### config.mk
export PLATFORM = sky130hd
export DESIGN_NAME = memory_order_replay_control
export DESIGN_NICKNAME = d
export VERILOG_FILES = /design/src/memory_order_pkg.sv /design/src/store_wait_predictor.sv /design/src/memory_order_replay_control.sv
export VERILOG_INCLUDE_DIRS = /design/src
export SDC_FILE = /design/constraint.sdc
export NUM_CORES = 2
export LEC_CHECK = 0
export ABC_AREA = 1
export BUFFER_PORTS_ARGS = -buffer_cell sky130_fd_sc_hd__buf_4
export CELL_PAD_IN_SITES_DETAIL_PLACEMENT = 0
export CELL_PAD_IN_SITES_GLOBAL_PLACEMENT = 1
export CORE_UTILIZATION = 50
export CTS_BUF_LIST = sky130_fd_sc_hd__clkbuf_8
export CTS_CLUSTER_DIAMETER = 40
export DETAILED_ROUTE_END_ITERATION = 8
export HOLD_SLACK_MARGIN = 0.12
export PLACE_DENSITY_LB_ADDON = 0.1
export SLEW_MARGIN = 20
export SYNTH_ARGS = -nofsm -noshare
export SYNTH_HDL_FRONTEND = slang
export SYNTH_HIERARCHICAL = 1
export SYNTH_SLANG_ARGS = --single-unit
export TNS_END_PERCENT = 100
### constraint.sdc
create_clock -name clock -period 47.4 [get_ports clock]
set_clock_uncertainty 0.05 [all_clocks]
set_input_delay 14.22 -clock clock [delete_from_list [all_inputs] [get_ports clock]]
set_output_delay 14.22 -clock clock [all_outputs]
set_load 0.05 [all_outputs]
### src/memory_order_consts.svh
// Named offsets, field positions and timing counts for the memory ordering block
`ifndef MEMORY_ORDER_CONSTS_SVH
`define MEMORY_ORDER_CONSTS_SVH
`define PHYS_ADDR_WIDTH 44
`define IO_SPACE_BIT 43
`define BLOCK_OFFSET_BITS 6
`define QUAD_OFFSET_BITS 3
`define BYTE_MASK_WIDTH 8
`define LINE_INDEX_BITS 9
`define PC_WIDTH 48
`define PC_INDEX_LSB 2
`define WAIT_TABLE_ENTRIES 1024
`define SHORT_CLEAR_CYCLES 16384
`define LONG_CLEAR_CYCLES 65536
`define CLEAR_COUNT_WIDTH 17
`endif

### src/memory_order_pkg.sv
// Types shared by the memory ordering and replay control block
package memory_order_pkg;
	typedef enum logic [2:0] {
		load_op = 3'h0,
		store_op = 3'h1,
		store_conditional_op = 3'h2,
		write_hint_block_op = 3'h3,
		evict_block_op = 3'h4,
		istream_fetch_op = 3'h5
	} miss_kind_type;
	typedef enum logic [3:0] {
		trap_none = 4'h0,
		trap_load_load = 4'h1,
		trap_store_load = 4'h2,
		trap_queue_full = 4'h4,
		trap_line_conflict = 4'h8
	} trap_kind_type;
endpackage

### src/store_wait_predictor.sv
// One-bit store wait table indexed by program counter, with periodic clearing
`timescale 1ns/1ps
`include "memory_order_consts.svh"
module store_wait_predictor #(
	parameter int ENTRIES = `WAIT_TABLE_ENTRIES,
	parameter int SHORT_CLEAR = `SHORT_CLEAR_CYCLES,
	parameter int LONG_CLEAR = `LONG_CLEAR_CYCLES
) (
	input wire logic clock,
	input wire logic reset,
	input wire logic [$clog2(ENTRIES)-1:0] fetch_index,
	output logic fetch_wait_bit,
	input wire logic set_valid,
	input wire logic [$clog2(ENTRIES)-1:0] set_index,
	input wire logic long_clear_interval_select
);
	localparam int IW = $clog2(ENTRIES);
	initial begin
		if (ENTRIES < 2 || (1 << IW) != ENTRIES || SHORT_CLEAR < 1 || LONG_CLEAR < 1
			|| LONG_CLEAR >= (1 << `CLEAR_COUNT_WIDTH))
			$error("store_wait_predictor: unsupported parameters");
	end
	logic [ENTRIES-1:0] table_bits;
	logic [`CLEAR_COUNT_WIDTH-1:0] clear_count;
	wire logic [`CLEAR_COUNT_WIDTH-1:0] clear_limit = long_clear_interval_select ?
		`CLEAR_COUNT_WIDTH'(LONG_CLEAR - 1) : `CLEAR_COUNT_WIDTH'(SHORT_CLEAR - 1);
	wire logic clear_all = clear_count >= clear_limit;
	////////////////////////////////////////////////////////////////////////////////
	// Interval counter; every entry not being set that cycle is wiped when it expires
	always_ff @(posedge clock) begin
		if (reset || clear_all) begin
			clear_count <= '0;
		end else begin
			clear_count <= clear_count + 1'b1;
		end
	end
	// Table storage; a set in the wipe cycle survives the wipe
	genvar i;
	generate
		for (i = 0; i < ENTRIES; i++) begin : g_bit
			always_ff @(posedge clock) begin
				if (reset) begin
					table_bits[i] <= 1'b0;
				end else if (set_valid && set_index == IW'(i)) begin
					table_bits[i] <= 1'b1;
				end else if (clear_all) begin
					table_bits[i] <= 1'b0;
				end
			end
		end
	endgenerate
	// Bit read out with each fetched instruction
	always_ff @(posedge clock) begin
		if (reset) begin
			fetch_wait_bit <= 1'b0;
		end else begin
			fetch_wait_bit <= table_bits[fetch_index];
		end
	end
endmodule

### src/memory_order_replay_control.sv
// Miss merging, load queue order checks, replay trap selection and store wait table
`timescale 1ns/1ps
`include "memory_order_consts.svh"
module memory_order_replay_control
	import memory_order_pkg::*;
#(
	parameter int LQ_DEPTH = 8,
	parameter int MAF_DEPTH = 8,
	parameter int AGE_WIDTH = 7,
	parameter int SHORT_CLEAR = `SHORT_CLEAR_CYCLES,
	parameter int LONG_CLEAR = `LONG_CLEAR_CYCLES
) (
	input wire logic clock,
	input wire logic reset,
	input wire logic full_memory_barrier,
	input wire logic write_memory_barrier,
	output logic hold_load_issue,
	output logic hold_store_issue,
	input wire logic load_issue_valid,
	input wire logic [`PHYS_ADDR_WIDTH-1:0] load_issue_addr,
	input wire logic [`BYTE_MASK_WIDTH-1:0] load_issue_mask,
	input wire logic [AGE_WIDTH-1:0] load_issue_age,
	input wire logic [`PC_WIDTH-1:0] load_issue_pc,
	input wire logic store_issue_valid,
	input wire logic [`PHYS_ADDR_WIDTH-1:0] store_issue_addr,
	input wire logic [`BYTE_MASK_WIDTH-1:0] store_issue_mask,
	input wire logic [AGE_WIDTH-1:0] store_issue_age,
	input wire logic [`PC_WIDTH-1:0] store_issue_pc,
	input wire logic retire_valid,
	input wire logic [AGE_WIDTH-1:0] retire_age,
	input wire logic miss_valid,
	input wire memory_order_pkg::miss_kind_type miss_kind,
	input wire logic [`PHYS_ADDR_WIDTH-1:0] miss_addr,
	input wire logic [AGE_WIDTH-1:0] miss_age,
	input wire logic [`PC_WIDTH-1:0] miss_pc,
	input wire logic fill_valid,
	input wire logic [$clog2(MAF_DEPTH)-1:0] fill_entry,
	output logic miss_merged,
	output logic miss_allocated,
	output logic [$clog2(MAF_DEPTH)-1:0] miss_entry,
	output logic replay_valid,
	output memory_order_pkg::trap_kind_type replay_kind,
	output logic [AGE_WIDTH-1:0] replay_age,
	output logic [`PC_WIDTH-1:0] replay_pc,
	input wire logic [`PC_WIDTH-1:0] virtual_program_counter,
	input wire logic long_clear_interval_select,
	output logic store_wait_bit
);
	localparam int MW = $clog2(MAF_DEPTH);
	localparam int BA = `PHYS_ADDR_WIDTH - `BLOCK_OFFSET_BITS;
	localparam int QA = `PHYS_ADDR_WIDTH - `QUAD_OFFSET_BITS;
	localparam int WI = $clog2(`WAIT_TABLE_ENTRIES);
	initial begin
		if (LQ_DEPTH < 1 || MAF_DEPTH < 2 || (1 << MW) != MAF_DEPTH || AGE_WIDTH < 2)
			$error("memory_order_replay_control: unsupported parameters");
	end
	////////////////////////////////////////////////////////////////////////////////
	// Age compare: true when a lies after b in program order
	function automatic logic is_newer(input logic [AGE_WIDTH-1:0] a, input logic [AGE_WIDTH-1:0] b);
		logic [AGE_WIDTH-1:0] d;
		d = a - b;
		return d != '0 && !d[AGE_WIDTH-1];
	endfunction
	// Merge table: like kinds merge, and a new load joins a store entry
	function automatic logic may_merge(input miss_kind_type held, input miss_kind_type fresh);
		return held == fresh || (held == store_op && fresh == load_op);
	endfunction
	// Byte overlap within one quadword
	function automatic logic bytes_overlap(input logic [QA-1:0] qa, input logic [`BYTE_MASK_WIDTH-1:0] ma,
		input logic [QA-1:0] qb, input logic [`BYTE_MASK_WIDTH-1:0] mb);
		return qa == qb && (ma & mb) != '0;
	endfunction
	////////////////////////////////////////////////////////////////////////////////
	// Load queue state
	logic [LQ_DEPTH-1:0] lq_valid;
	logic [LQ_DEPTH-1:0] lq_io;
	logic [QA-1:0] lq_quad [LQ_DEPTH];
	logic [`BYTE_MASK_WIDTH-1:0] lq_mask [LQ_DEPTH];
	logic [AGE_WIDTH-1:0] lq_age [LQ_DEPTH];
	logic [`PC_WIDTH-1:0] lq_pc [LQ_DEPTH];
	wire logic load_io = load_issue_addr[`IO_SPACE_BIT];
	wire logic store_io = store_issue_addr[`IO_SPACE_BIT];
	wire logic [QA-1:0] load_quad = load_issue_addr[`PHYS_ADDR_WIDTH-1:`QUAD_OFFSET_BITS];
	wire logic [QA-1:0] store_quad = store_issue_addr[`PHYS_ADDR_WIDTH-1:`QUAD_OFFSET_BITS];
	// Barriers override the default order by holding issue
	assign hold_load_issue = full_memory_barrier;
	assign hold_store_issue = full_memory_barrier || write_memory_barrier;
	// Per-entry order hits: same bytes for memory, any address among I/O loads
	logic [LQ_DEPTH-1:0] ll_hit;
	logic [LQ_DEPTH-1:0] sl_hit;
	genvar g;
	generate
		for (g = 0; g < LQ_DEPTH; g++) begin : g_cmp
			assign ll_hit[g] = load_issue_valid && lq_valid[g] && is_newer(lq_age[g], load_issue_age)
				&& (bytes_overlap(lq_quad[g], lq_mask[g], load_quad, load_issue_mask)
				|| (load_io && lq_io[g]));
			assign sl_hit[g] = store_issue_valid && lq_valid[g] && is_newer(lq_age[g], store_issue_age)
				&& lq_io[g] == store_io
				&& bytes_overlap(lq_quad[g], lq_mask[g], store_quad, store_issue_mask);
		end
	endgenerate
	// Oldest hit in the queue becomes the order trap target
	logic order_hit;
	logic order_store_load;
	logic [AGE_WIDTH-1:0] order_age;
	logic [`PC_WIDTH-1:0] order_pc;
	always_comb begin
		order_hit = 1'b0;
		order_store_load = 1'b0;
		order_age = '0;
		order_pc = '0;
		for (int k = 0; k < LQ_DEPTH; k++) begin
			if ((ll_hit[k] || sl_hit[k]) && (!order_hit || is_newer(order_age, lq_age[k]))) begin
				order_hit = 1'b1;
				order_store_load = sl_hit[k];
				order_age = lq_age[k];
				order_pc = lq_pc[k];
			end
		end
	end
	// Free slot for an incoming load; none means a flow trap on that load
	logic lq_has_free;
	logic [$clog2(LQ_DEPTH+1)-1:0] lq_free_slot;
	always_comb begin
		lq_has_free = 1'b0;
		lq_free_slot = '0;
		for (int k = LQ_DEPTH - 1; k >= 0; k--) begin
			if (!lq_valid[k]) begin
				lq_has_free = 1'b1;
				lq_free_slot = ($clog2(LQ_DEPTH+1))'(k);
			end
		end
	end
	wire logic lq_full_trap = load_issue_valid && !lq_has_free;
	////////////////////////////////////////////////////////////////////////////////
	// Miss address file state and lookup
	logic [MAF_DEPTH-1:0] maf_valid;
	logic [BA-1:0] maf_block [MAF_DEPTH];
	miss_kind_type maf_kind [MAF_DEPTH];
	wire logic [BA-1:0] miss_block = miss_addr[`PHYS_ADDR_WIDTH-1:`BLOCK_OFFSET_BITS];
	logic [MAF_DEPTH-1:0] maf_same_block;
	logic [MAF_DEPTH-1:0] maf_mergeable;
	logic [MAF_DEPTH-1:0] maf_line_clash;
	generate
		for (g = 0; g < MAF_DEPTH; g++) begin : g_maf
			assign maf_same_block[g] = maf_valid[g] && maf_block[g] == miss_block;
			assign maf_mergeable[g] = maf_same_block[g] && may_merge(maf_kind[g], miss_kind);
			assign maf_line_clash[g] = maf_valid[g] && !maf_same_block[g]
				&& maf_block[g][`LINE_INDEX_BITS-1:0] == miss_block[`LINE_INDEX_BITS-1:0];
		end
	endgenerate
	// Lowest matching entry and lowest free entry
	logic [MW-1:0] merge_index;
	logic [MW-1:0] free_index;
	logic maf_has_free;
	always_comb begin
		merge_index = '0;
		free_index = '0;
		maf_has_free = 1'b0;
		for (int k = MAF_DEPTH - 1; k >= 0; k--) begin
			if (maf_mergeable[k]) begin
				merge_index = MW'(k);
			end
			if (!maf_valid[k]) begin
				maf_has_free = 1'b1;
				free_index = MW'(k);
			end
		end
	end
	wire logic do_merge = miss_valid && |maf_mergeable;
	wire logic miss_trap = miss_valid && !do_merge && (|maf_line_clash || !maf_has_free);
	wire logic do_alloc = miss_valid && !do_merge && !miss_trap;
	////////////////////////////////////////////////////////////////////////////////
	// Trap arbitration: oldest target among order, flow and line conflict traps
	logic next_valid;
	trap_kind_type next_kind;
	logic [AGE_WIDTH-1:0] next_age;
	logic [`PC_WIDTH-1:0] next_pc;
	always_comb begin
		next_valid = order_hit;
		next_kind = order_store_load ? trap_store_load : trap_load_load;
		next_age = order_age;
		next_pc = order_pc;
		if (lq_full_trap && (!next_valid || is_newer(next_age, load_issue_age))) begin
			next_valid = 1'b1;
			next_kind = trap_queue_full;
			next_age = load_issue_age;
			next_pc = load_issue_pc;
		end
		if (miss_trap && (!next_valid || is_newer(next_age, miss_age))) begin
			next_valid = 1'b1;
			next_kind = |maf_line_clash ? trap_line_conflict : trap_queue_full;
			next_age = miss_age;
			next_pc = miss_pc;
		end
		if (!next_valid) begin
			next_kind = trap_none;
		end
	end
	// Replay outputs and miss answers, one-cycle pulses
	always_ff @(posedge clock) begin
		if (reset) begin
			replay_valid <= 1'b0;
			replay_kind <= trap_none;
			replay_age <= '0;
			replay_pc <= '0;
			miss_merged <= 1'b0;
			miss_allocated <= 1'b0;
			miss_entry <= '0;
		end else begin
			replay_valid <= next_valid;
			replay_kind <= next_kind;
			replay_age <= next_age;
			replay_pc <= next_pc;
			miss_merged <= do_merge;
			miss_allocated <= do_alloc;
			miss_entry <= do_merge ? merge_index : free_index;
		end
	end
	////////////////////////////////////////////////////////////////////////////////
	// Load queue update: fill, retire, and flush of the trap target and newer
	generate
		for (g = 0; g < LQ_DEPTH; g++) begin : g_lq
			wire logic flush = next_valid && !is_newer(next_age, lq_age[g]);
			wire logic take = load_issue_valid && lq_has_free && lq_free_slot == ($clog2(LQ_DEPTH+1))'(g)
				&& !(next_valid && !is_newer(next_age, load_issue_age));
			always_ff @(posedge clock) begin
				if (reset) begin
					lq_valid[g] <= 1'b0;
				end else if (take) begin
					lq_valid[g] <= 1'b1;
				end else if (flush || (retire_valid && lq_age[g] == retire_age)) begin
					lq_valid[g] <= 1'b0;
				end
			end
			always_ff @(posedge clock) begin
				if (take) begin
					lq_io[g] <= load_io;
					lq_quad[g] <= load_quad;
					lq_mask[g] <= load_issue_mask;
					lq_age[g] <= load_issue_age;
					lq_pc[g] <= load_issue_pc;
				end
			end
		end
	endgenerate
	// Miss address file update: allocate and free on fill
	generate
		for (g = 0; g < MAF_DEPTH; g++) begin : g_maf_upd
			always_ff @(posedge clock) begin
				if (reset) begin
					maf_valid[g] <= 1'b0;
				end else if (do_alloc && free_index == MW'(g)) begin
					maf_valid[g] <= 1'b1;
				end else if (fill_valid && fill_entry == MW'(g)) begin
					maf_valid[g] <= 1'b0;
				end
			end
			always_ff @(posedge clock) begin
				if (do_alloc && free_index == MW'(g)) begin
					maf_block[g] <= miss_block;
					maf_kind[g] <= miss_kind;
				end
			end
		end
	endgenerate
	////////////////////////////////////////////////////////////////////////////////
	// Store wait table; marked on the refetch cycle of a store-load trap
	wire logic wait_set = replay_valid && replay_kind == trap_store_load;
	store_wait_predictor #(
		.ENTRIES(`WAIT_TABLE_ENTRIES),
		.SHORT_CLEAR(SHORT_CLEAR),
		.LONG_CLEAR(LONG_CLEAR)
	) u_wait (
		.clock(clock),
		.reset(reset),
		.fetch_index(virtual_program_counter[`PC_INDEX_LSB +: WI]),
		.fetch_wait_bit(store_wait_bit),
		.set_valid(wait_set),
		.set_index(replay_pc[`PC_INDEX_LSB +: WI]),
		.long_clear_interval_select(long_clear_interval_select)
	);
	// The issue queue uses store_wait_bit to hold marked loads behind older stores
endmodule

======== Yosys cells after proc, flatten, opt, wreduce, memory -nomap -nowiden ========
Memories as Yosys holds them, arrays and structs flattened.
Cells that the tools add are included.
cells by class
  add/sub/neg operators ................... 35
  $mul .................................... 0
  div/mod/pow operators ................... 0
  $lt $le $gt $ge ......................... 2
  equal/unequal tests ..................... 1,109
  shifts and indexed selects .............. 0
  multiplexer cells ....................... 1,301
  bitwise gates (word level) .............. 17
  reduce and logical (&&, ||, !) cells .... 2,492
operator list
  kind                  count
  $eq 10x10->1 const B  512
  $eq 10x9->1 const B   256
  $reduce_bool 2->1     1,040
  $eq 10x8->1 const B   128
  $logic_and 1x1->1     1,243
  $mux 1                1,166
  $mux 48               17
  $eq 41x41->1          16
  $eq 10x7->1 const B   64
  $reduce_or 48->1      7
  $eq 10x6->1 const B   32
  $eq 38x38->1          8
  $mux 41               7
  $reduce_or 41->1      7
  $mux 38               7
  $reduce_or 38->1      7
  $reduce_bool 7->1     34
  $sub 7x7->7           34
  $mux 3                68
  $eq 10x5->1 const B   16
  $and 8x8->8           16
  $reduce_bool 8->1     16
  $mux 7                17
  $eq 10x4->1 const B   8
  31 further kinds      230
word-level totals
  bits in registers ....................... 1,131
  bits in latches ......................... 0
  RAM bits ................................ 1,160
  ROM bits ................................ 0
  input bits .............................. 384
  output and inout bits ................... 68
  word-level logic and storage cells ...... 6,019
  memories kept ........................... 6
memories
  name       words  width  rd ports  clocked after Yosys merged registers in  write ports  line                                text
  lq_pc      8      48     8         0                                        1            memory_order_replay_control.sv:80   logic [`PC_WIDTH-1:0] lq_pc [LQ_DEPTH];
  lq_quad    8      41     8         0                                        1            memory_order_replay_control.sv:77   logic [QA-1:0] lq_quad [LQ_DEPTH];
  maf_block  8      38     8         0                                        1            memory_order_replay_control.sv:138  logic [BA-1:0] maf_block [MAF_DEPTH];
  lq_mask    8      8      8         0                                        1            memory_order_replay_control.sv:78   logic [`BYTE_MASK_WIDTH-1:0] lq_mask [LQ_DEPTH];
  lq_age     8      7      8         0                                        1            memory_order_replay_control.sv:79   logic [AGE_WIDTH-1:0] lq_age [LQ_DEPTH];
  maf_kind   8      3      8         0                                        1            memory_order_replay_control.sv:139  miss_kind_type maf_kind [MAF_DEPTH];

======== Logic depth before layout (Yosys ltp) ========
An unclocked memory read counts as a cell.
  depth in word-level cells ............... 80
  mapped depth ............................ 190
  gate-level depth less buffers ........... 185

======== Cells and area by module ========
Netlist, hierarchy kept.
modules (own cells, without submodules)
  module                       instances  cells an instance  area each (sq um)  sequential area each (sq um)
  memory_order_replay_control  1          6,109              64,200.3           36,455.0
  store_wait_predictor         1          5,760              43,244.0           20,860.0

======== Worst setup path after synthesis ========
OpenSTA, ideal clock, no wires.
  path kind ............................... input -> register
  start ................................... input port load_issue_age[3]
  end ..................................... memory lq_age[7][0] (netlist: lq_age[1][21]) (enable)
  setup time .............................. 0.568 ns
  arrival time ............................ 40.674 ns
  data required time ...................... 46.782 ns
  slack ................................... 6.108 ns
  stages on the path ...................... 178
  buffers on the path ..................... 13
  path through ............................ inv_1 ha_1 a21oi_1 or2_1 nand3_1 nand2_1 nand2_1 a21oi_1 nand3_2 nand2_4 inv_1 nor2_1 ha_1 xor2_1 or2_2 o21ai_0 nand3_1 nand2_1 [142 not listed] nand2_4 buf_2 o21ai_0 ha_1 inv_1 a21oi_1 inv_1 a21oi_1 o21bai_1 a21o_1 a21o_1 xor2_1 inv_1 nand3_1 nand3_2 nand2_4 nand3_1 nor2_1
on the way
  elaborated cells on any way between the ends .. 191
  classes of those cells .................. add/sub (18); mux (50); reduce/logical (123)
RTL lines
  element                                                      line                                text
  from (decl)                                                  memory_order_replay_control.sv:22   input wire logic [AGE_WIDTH-1:0] load_issue_age,
  $sub 7x7->7                                                  memory_order_replay_control.sv:61   d = a - b;
  $reduce_bool 7->1 / $logic_not 1->1 (equally long branches)  memory_order_replay_control.sv:62   return d != '0 && !d[AGE_WIDTH-1];
  $logic_and 1x1->1                                            memory_order_replay_control.sv:62
  $logic_and 1x1->1                                            memory_order_replay_control.sv:94   assign ll_hit[g] = load_issue_valid && lq_valid[g] && is_newer(lq_age[g], load_issue_age)
  $logic_and 1x1->1                                            memory_order_replay_control.sv:95   && (bytes_overlap(lq_quad[g], lq_mask[g], load_quad, load_issue_mask)
  $logic_or 1x1->1                                             memory_order_replay_control.sv:113  if ((ll_hit[k] || sl_hit[k]) && (!order_hit || is_newer(order_age, lq_age[k]))) begin
  $mux 7                                                       memory_order_replay_control.sv:113
  $sub 7x7->7                                                  memory_order_replay_control.sv:61
  [57 not listed]                                              --
  $logic_and 1x1->1 (*)                                        memory_order_replay_control.sv:226  && !(next_valid && !is_newer(next_age, load_issue_age));
  $logic_not 1->1 (*)                                          memory_order_replay_control.sv:226
  $logic_and 1x1->1 (*)                                        memory_order_replay_control.sv:226
  via g_lq[7].take                                             memory_order_replay_control.sv:225  wire logic take = load_issue_valid && lq_has_free && lq_free_slot == ($clog2(LQ_DEPTH+1))'(g)
  $mux 1 (*)                                                   memory_order_replay_control.sv:237  if (take) begin
  $mux 1 (not written as such) (*)                             memory_order_replay_control.sv:241  lq_age[g] <= load_issue_age;
  $reduce_or 7->1 (no line)                                    --
  $mux 3 (no line) / $mux 1 (equally long branches)            --
  to (decl)                                                    memory_order_replay_control.sv:79
The timed path passes the listed nets; every way through them passes the cells marked *.

======== Worst setup path after layout ========
  start ................................... input port load_issue_addr[36]
  end ..................................... memory lq_pc[0][184] (netlist bit) (enable)
on the way
  elaborated cells on any way between the ends .. 175
  classes of those cells .................. add/sub (10); eq/ne (8); mux (50); reduce/logical (107)
RTL lines
  element                                                          line                                text
  from (decl)                                                      memory_order_replay_control.sv:20   input wire logic [`PHYS_ADDR_WIDTH-1:0] load_issue_addr,
  $eq 41x41->1                                                     memory_order_replay_control.sv:71   return qa == qb && (ma & mb) != '0;
  $logic_and 1x1->1                                                memory_order_replay_control.sv:71
  $logic_or 1x1->1                                                 memory_order_replay_control.sv:96   || (load_io && lq_io[g]));
  $logic_and 1x1->1                                                memory_order_replay_control.sv:95
  $logic_or 1x1->1                                                 memory_order_replay_control.sv:113
  $mux 7                                                           memory_order_replay_control.sv:113
  $sub 7x7->7                                                      memory_order_replay_control.sv:61
  $reduce_bool 7->1 / $logic_not 1->1 (equally long branches)      memory_order_replay_control.sv:62
  [52 not listed]                                                  --
  via next_age[2]                                                  memory_order_replay_control.sv:177  logic [AGE_WIDTH-1:0] next_age;
  [4 not listed]                                                   --
  $logic_and 1x1->1 (*)                                            memory_order_replay_control.sv:226
  $logic_not 1->1 (*)                                              memory_order_replay_control.sv:226
  $logic_and 1x1->1 (*)                                            memory_order_replay_control.sv:226
  via g_lq[3].take                                                 memory_order_replay_control.sv:225
  $mux 1 (*)                                                       memory_order_replay_control.sv:237
  $mux 1 (not written as such) (*)                                 memory_order_replay_control.sv:242  lq_pc[g] <= load_issue_pc;
  $reduce_or 48->1 (no line)                                       --
  $mux 3 (no line) / $mux 1 (equally long branches) (5 in series)  --
  to (decl)                                                        memory_order_replay_control.sv:80
Marked as above.

==> impl_results.md <==
- Global-route wire length before repair: between 500000 and 600000 um
- Commonest cells after routing, fill and taps aside: sky130_fd_sc_hd__inv_1, sky130_fd_sc_hd__nand2_1, sky130_fd_sc_hd__o22ai_1
- Wire length per cell after detailed routing: roughly 26 um
- Total met2 wirelength after detailed routing: between 150000 and 200000 um
- HP Class: register to register
- Inserted Clock Buffers: 428
- Count of nets after finishing: between 10000 and 15000
- Maximum vdd drop: approximately 33 uV
- Final period util: between 80% and 90%
- Clock root buffer master: sky130_fd_sc_hd__clkbuf_8
- Number of levels in the clock H-tree: 5
- Weighted congestion reported at the end of routability-driven placement: around 1.1
- Combined global-route utilization of all metal layers: 36.2%
- Detailed-routed wire length on met3: between 30000 and 40000 um
- Maxcap violations: 0
- Ratio of total power to cell area: 36.6 mW/mm^2
- CP max FO: between 80 and 90
- Unrepaired setup endpoints after global routing: false
- Final core utilization: 57.3%
- DRC: 0
- Number of sinks on the clock net: 2283
- Leak: about 44 nW
- Final setup TNS: 0 ns
- Port-buffer cells: around 350
- Actual slew at the worst max-slew pin: approximately 1.4 ns
- Crit-path slowest cell: sky130_fd_sc_hd__buf_4
- Area Growth Syn to Fin: 13.3%
- Required @ worst endpoint: approximately 48 ns
- Overall Power: between 4 and 5 mW
- Share of final-layout standard cells stronger than drive strength 1: between 10% and 20%
- Worst hold slack: between 0.4 and 0.5 ns
- Router iterations before antenna repair: 7
- Critical Path Source Type: primary input
- Antenna violations before repair: 34
- Total length of routed wires: 404000 um
- Worst Setup Slack, final: around 6.6 ns
- Number of distinct standard cells referenced by the synthesized netlist: just under 70
- Instance area after placement: 0.113 sq mm
- Clock tree from TritonCTS: yes
- Die W: roughly 470 um
- Final number of hold-violating endpoints: 0
- Mapped Nets: around 12000
- Vias after detailed routing: approximately 93000
- Register bit count reported by yosys: ~2300
- Summed area of non-filler cells in the final layout: around 0.12 sq mm
- HPWL after DPL: 259000 um
- Leading register cell type out of synthesis: sky130_fd_sc_hd__edfxtp_1
- Floorplan row count: around 170
- Leading cell type in the layout, fill and taps excluded: sky130_fd_sc_hd__inv_1
- Layout Cells excl Fill: ~15000
- Post-Place Worst Slack: between 5 and 6 ns
- Timing-limited maximum frequency: 24.5 MHz
- Hold-fix buffers at CTS: 0
- Worst Setup Path Type: primary input to register
- Via count of the first global-routing pass: ~90000
- Final Critical Period: 40.82 ns
- Placed cells: approximately 15000
- Status: finished clean
- Detailed-route vias per instance: around 6.1
- Post-CTS sizing: 0
- Maximum buffer depth of the clock tree: 4
- Iteration-0 DRC Markers: around 11000
- Cell area after technology mapping: between 0.1 and 0.15 sq mm
- CP Capture Type: register
- Die Y: about 470 um
- Die Footprint: between 0.2 and 0.25 sq mm
- I/O pin total: ~450
- Core box area: ~0.21 sq mm
- Final global-route overflow total: 0
- Post-synth EDFFs: ~1200
- Max-slew headroom: 6.80%
- Buffering stage count on the worst path with inverters included: 30
- Detail Route Antenna Nets: 0
- Share of synthesized registers carrying an async set or reset: 0%
- Reg clk slew, reported paths: 0.06 ns
- Highest cell delay on the worst timing path: a little under 0.8 ns
- Cells after synthesis: between 10000 and 15000
- Count of buffers added by post-CTS timing repair for setup: 0
- Largest net degree at the start of global routing: 221
- Uppermost layer routed: met5
- Setup Viol. Count Final: 0
- Insertion delay to the later sink of the worst-skew pair: 1.13 ns
- Initial core utilization: roughly 50%
- Seq/Total Area, Yosys: between 50% and 60%
- Family with the most delay on the worst path: simple AND/OR/NAND/NOR gates
- Per-instance average area after synthesis: 9.05 sq um
- Total count of max-transition violations in the final report: 0
- Wl on met1: between 150000 and 200000 um
- Data arrival time at the worst-slack endpoint: ~42 ns
- Synth warnings: 6
==> per-layer routing <==
| metal | vias to the layer above | GRT usage [%] |
|---|---|---|
| li1 | 42000 | - |
| met4 | 22 | 19.8 |
| met2 | 4810 | 55.6 |
| met1 | 44700 | 48.1 |
| met5 | - | 0 |
| met3 | 1085 | 6.99 |
==> cells in the mapped netlist (all sizes together), types with 11 or more instances <==
cell     count  area (sq um)
nand4      113           707
o21ai      591          2960
a31oi       56           350
o21bai      27           206
inv       1635          6140
buf        251          1410
nor4        74           463
o2111ai     46           403
o221ai      11          96.3
nor2       468          1760
a221oi      79           692
a2111oi     22           193
a21o        36           270
xnor2      279          2440
nand2     1673          6390
dfxtp     1123         22500
or4         14           105
o22ai     1214          7590
edfxtp    1160         34800
a211oi      23           173
xor2       296          2590
a21oi      535          2680
o211ai     109           823
ha         215          2690
nand3     1089          5490
clkbuf     491          1850
nor3        72           377
a31o        48           420
clkinv      11          41.3
or2         37           231
==> cell families (layout without fill, tap and decap cells) <==
| logic type | Yosys count | after routing | share of synthesized area [%] |
|---|---|---|---|
| AND/OR/NAND/NOR | 3572 | 3572 | 14.7 |
| XOR/XNOR | 575 | 575 | 4.69 |
| AO/OA/AOI/OAI | 2836 | 2836 | 16.0 |
| other | 0 | 20 | 0 |
| adder cells (fa/ha/maj) | 215 | 215 | 2.50 |
| flip-flops | 2283 | 2283 | 53.3 |
| buffers and inverters | 2388 | 2979 | 8.78 |
==> area by class of cell <==
| cell class | instances | area [sq um] |
|---|---|---|
| Inverter | 1646 | 6230 |
| Fill cell | 19000 | 90900 |
| Clock inverter | 276 | 2150 |
| Timing Repair Buffer | 568 | 4800 |
| Clock buffer | 489 | 6730 |
| Tap cell | 2821 | 3530 |
| Sequential cell | 2283 | 57300 |
| Antenna cell | 20 | 50.0 |
| Multi-Input combinational cell | 7198 | 41000 |
==> where the power goes <==
part	switching, mW	internal [mW]	leakage [nW]	total (mW)
registers	0.0121	2.10	19.6	2.11
clock network	0.858	1.13	5.00	1.99
logic	0.256	0.101	19.6	0.358
total	1.13	3.33	44.1	4.46
==> registers in the layout, indices dropped and copies added (netlist names), 3 cells and up <==
register	count
lq_mask	64
replay_age	7
maf_valid	8
maf_block	304
u_wait/table_bits	1024
replay_kind	4
maf_kind	24
u_wait/clear_count	17
lq_valid	8
lq_age	56
miss_entry	3
lq_quad	327
replay_pc	48
lq_pc	384
==> worst paths after layout <==
path / startpoint / end / slack (ns) / cells past startpoint
min: u_wait/table_bits[266] / u_wait/table_bits[266] / 0.41 / 2
max: load_issue_addr[36] / lq_pc[0][184] / 6.58 / 160
max reg2reg: lq_age[0][3] / lq_pc[0][184] / 19.73 / 158
min reg2reg: u_wait/table_bits[266] / u_wait/table_bits[266] / 0.41 / 2
==> worst reg2reg max path, delay by kind of cell, from the launching register on <==
kind | cells | cell delay (ns)
and+or+nand+nor | 75 | 9.50
AOI/OAI and AO/OA | 34 | 8.16
buffers and inverters | 28 | 4.00
adders and majority gates | 11 | 3.38
xor gates and xnor gates | 10 | 1.74
DFF | 1 | 0.50
Power figures use the tool's default switching activity.
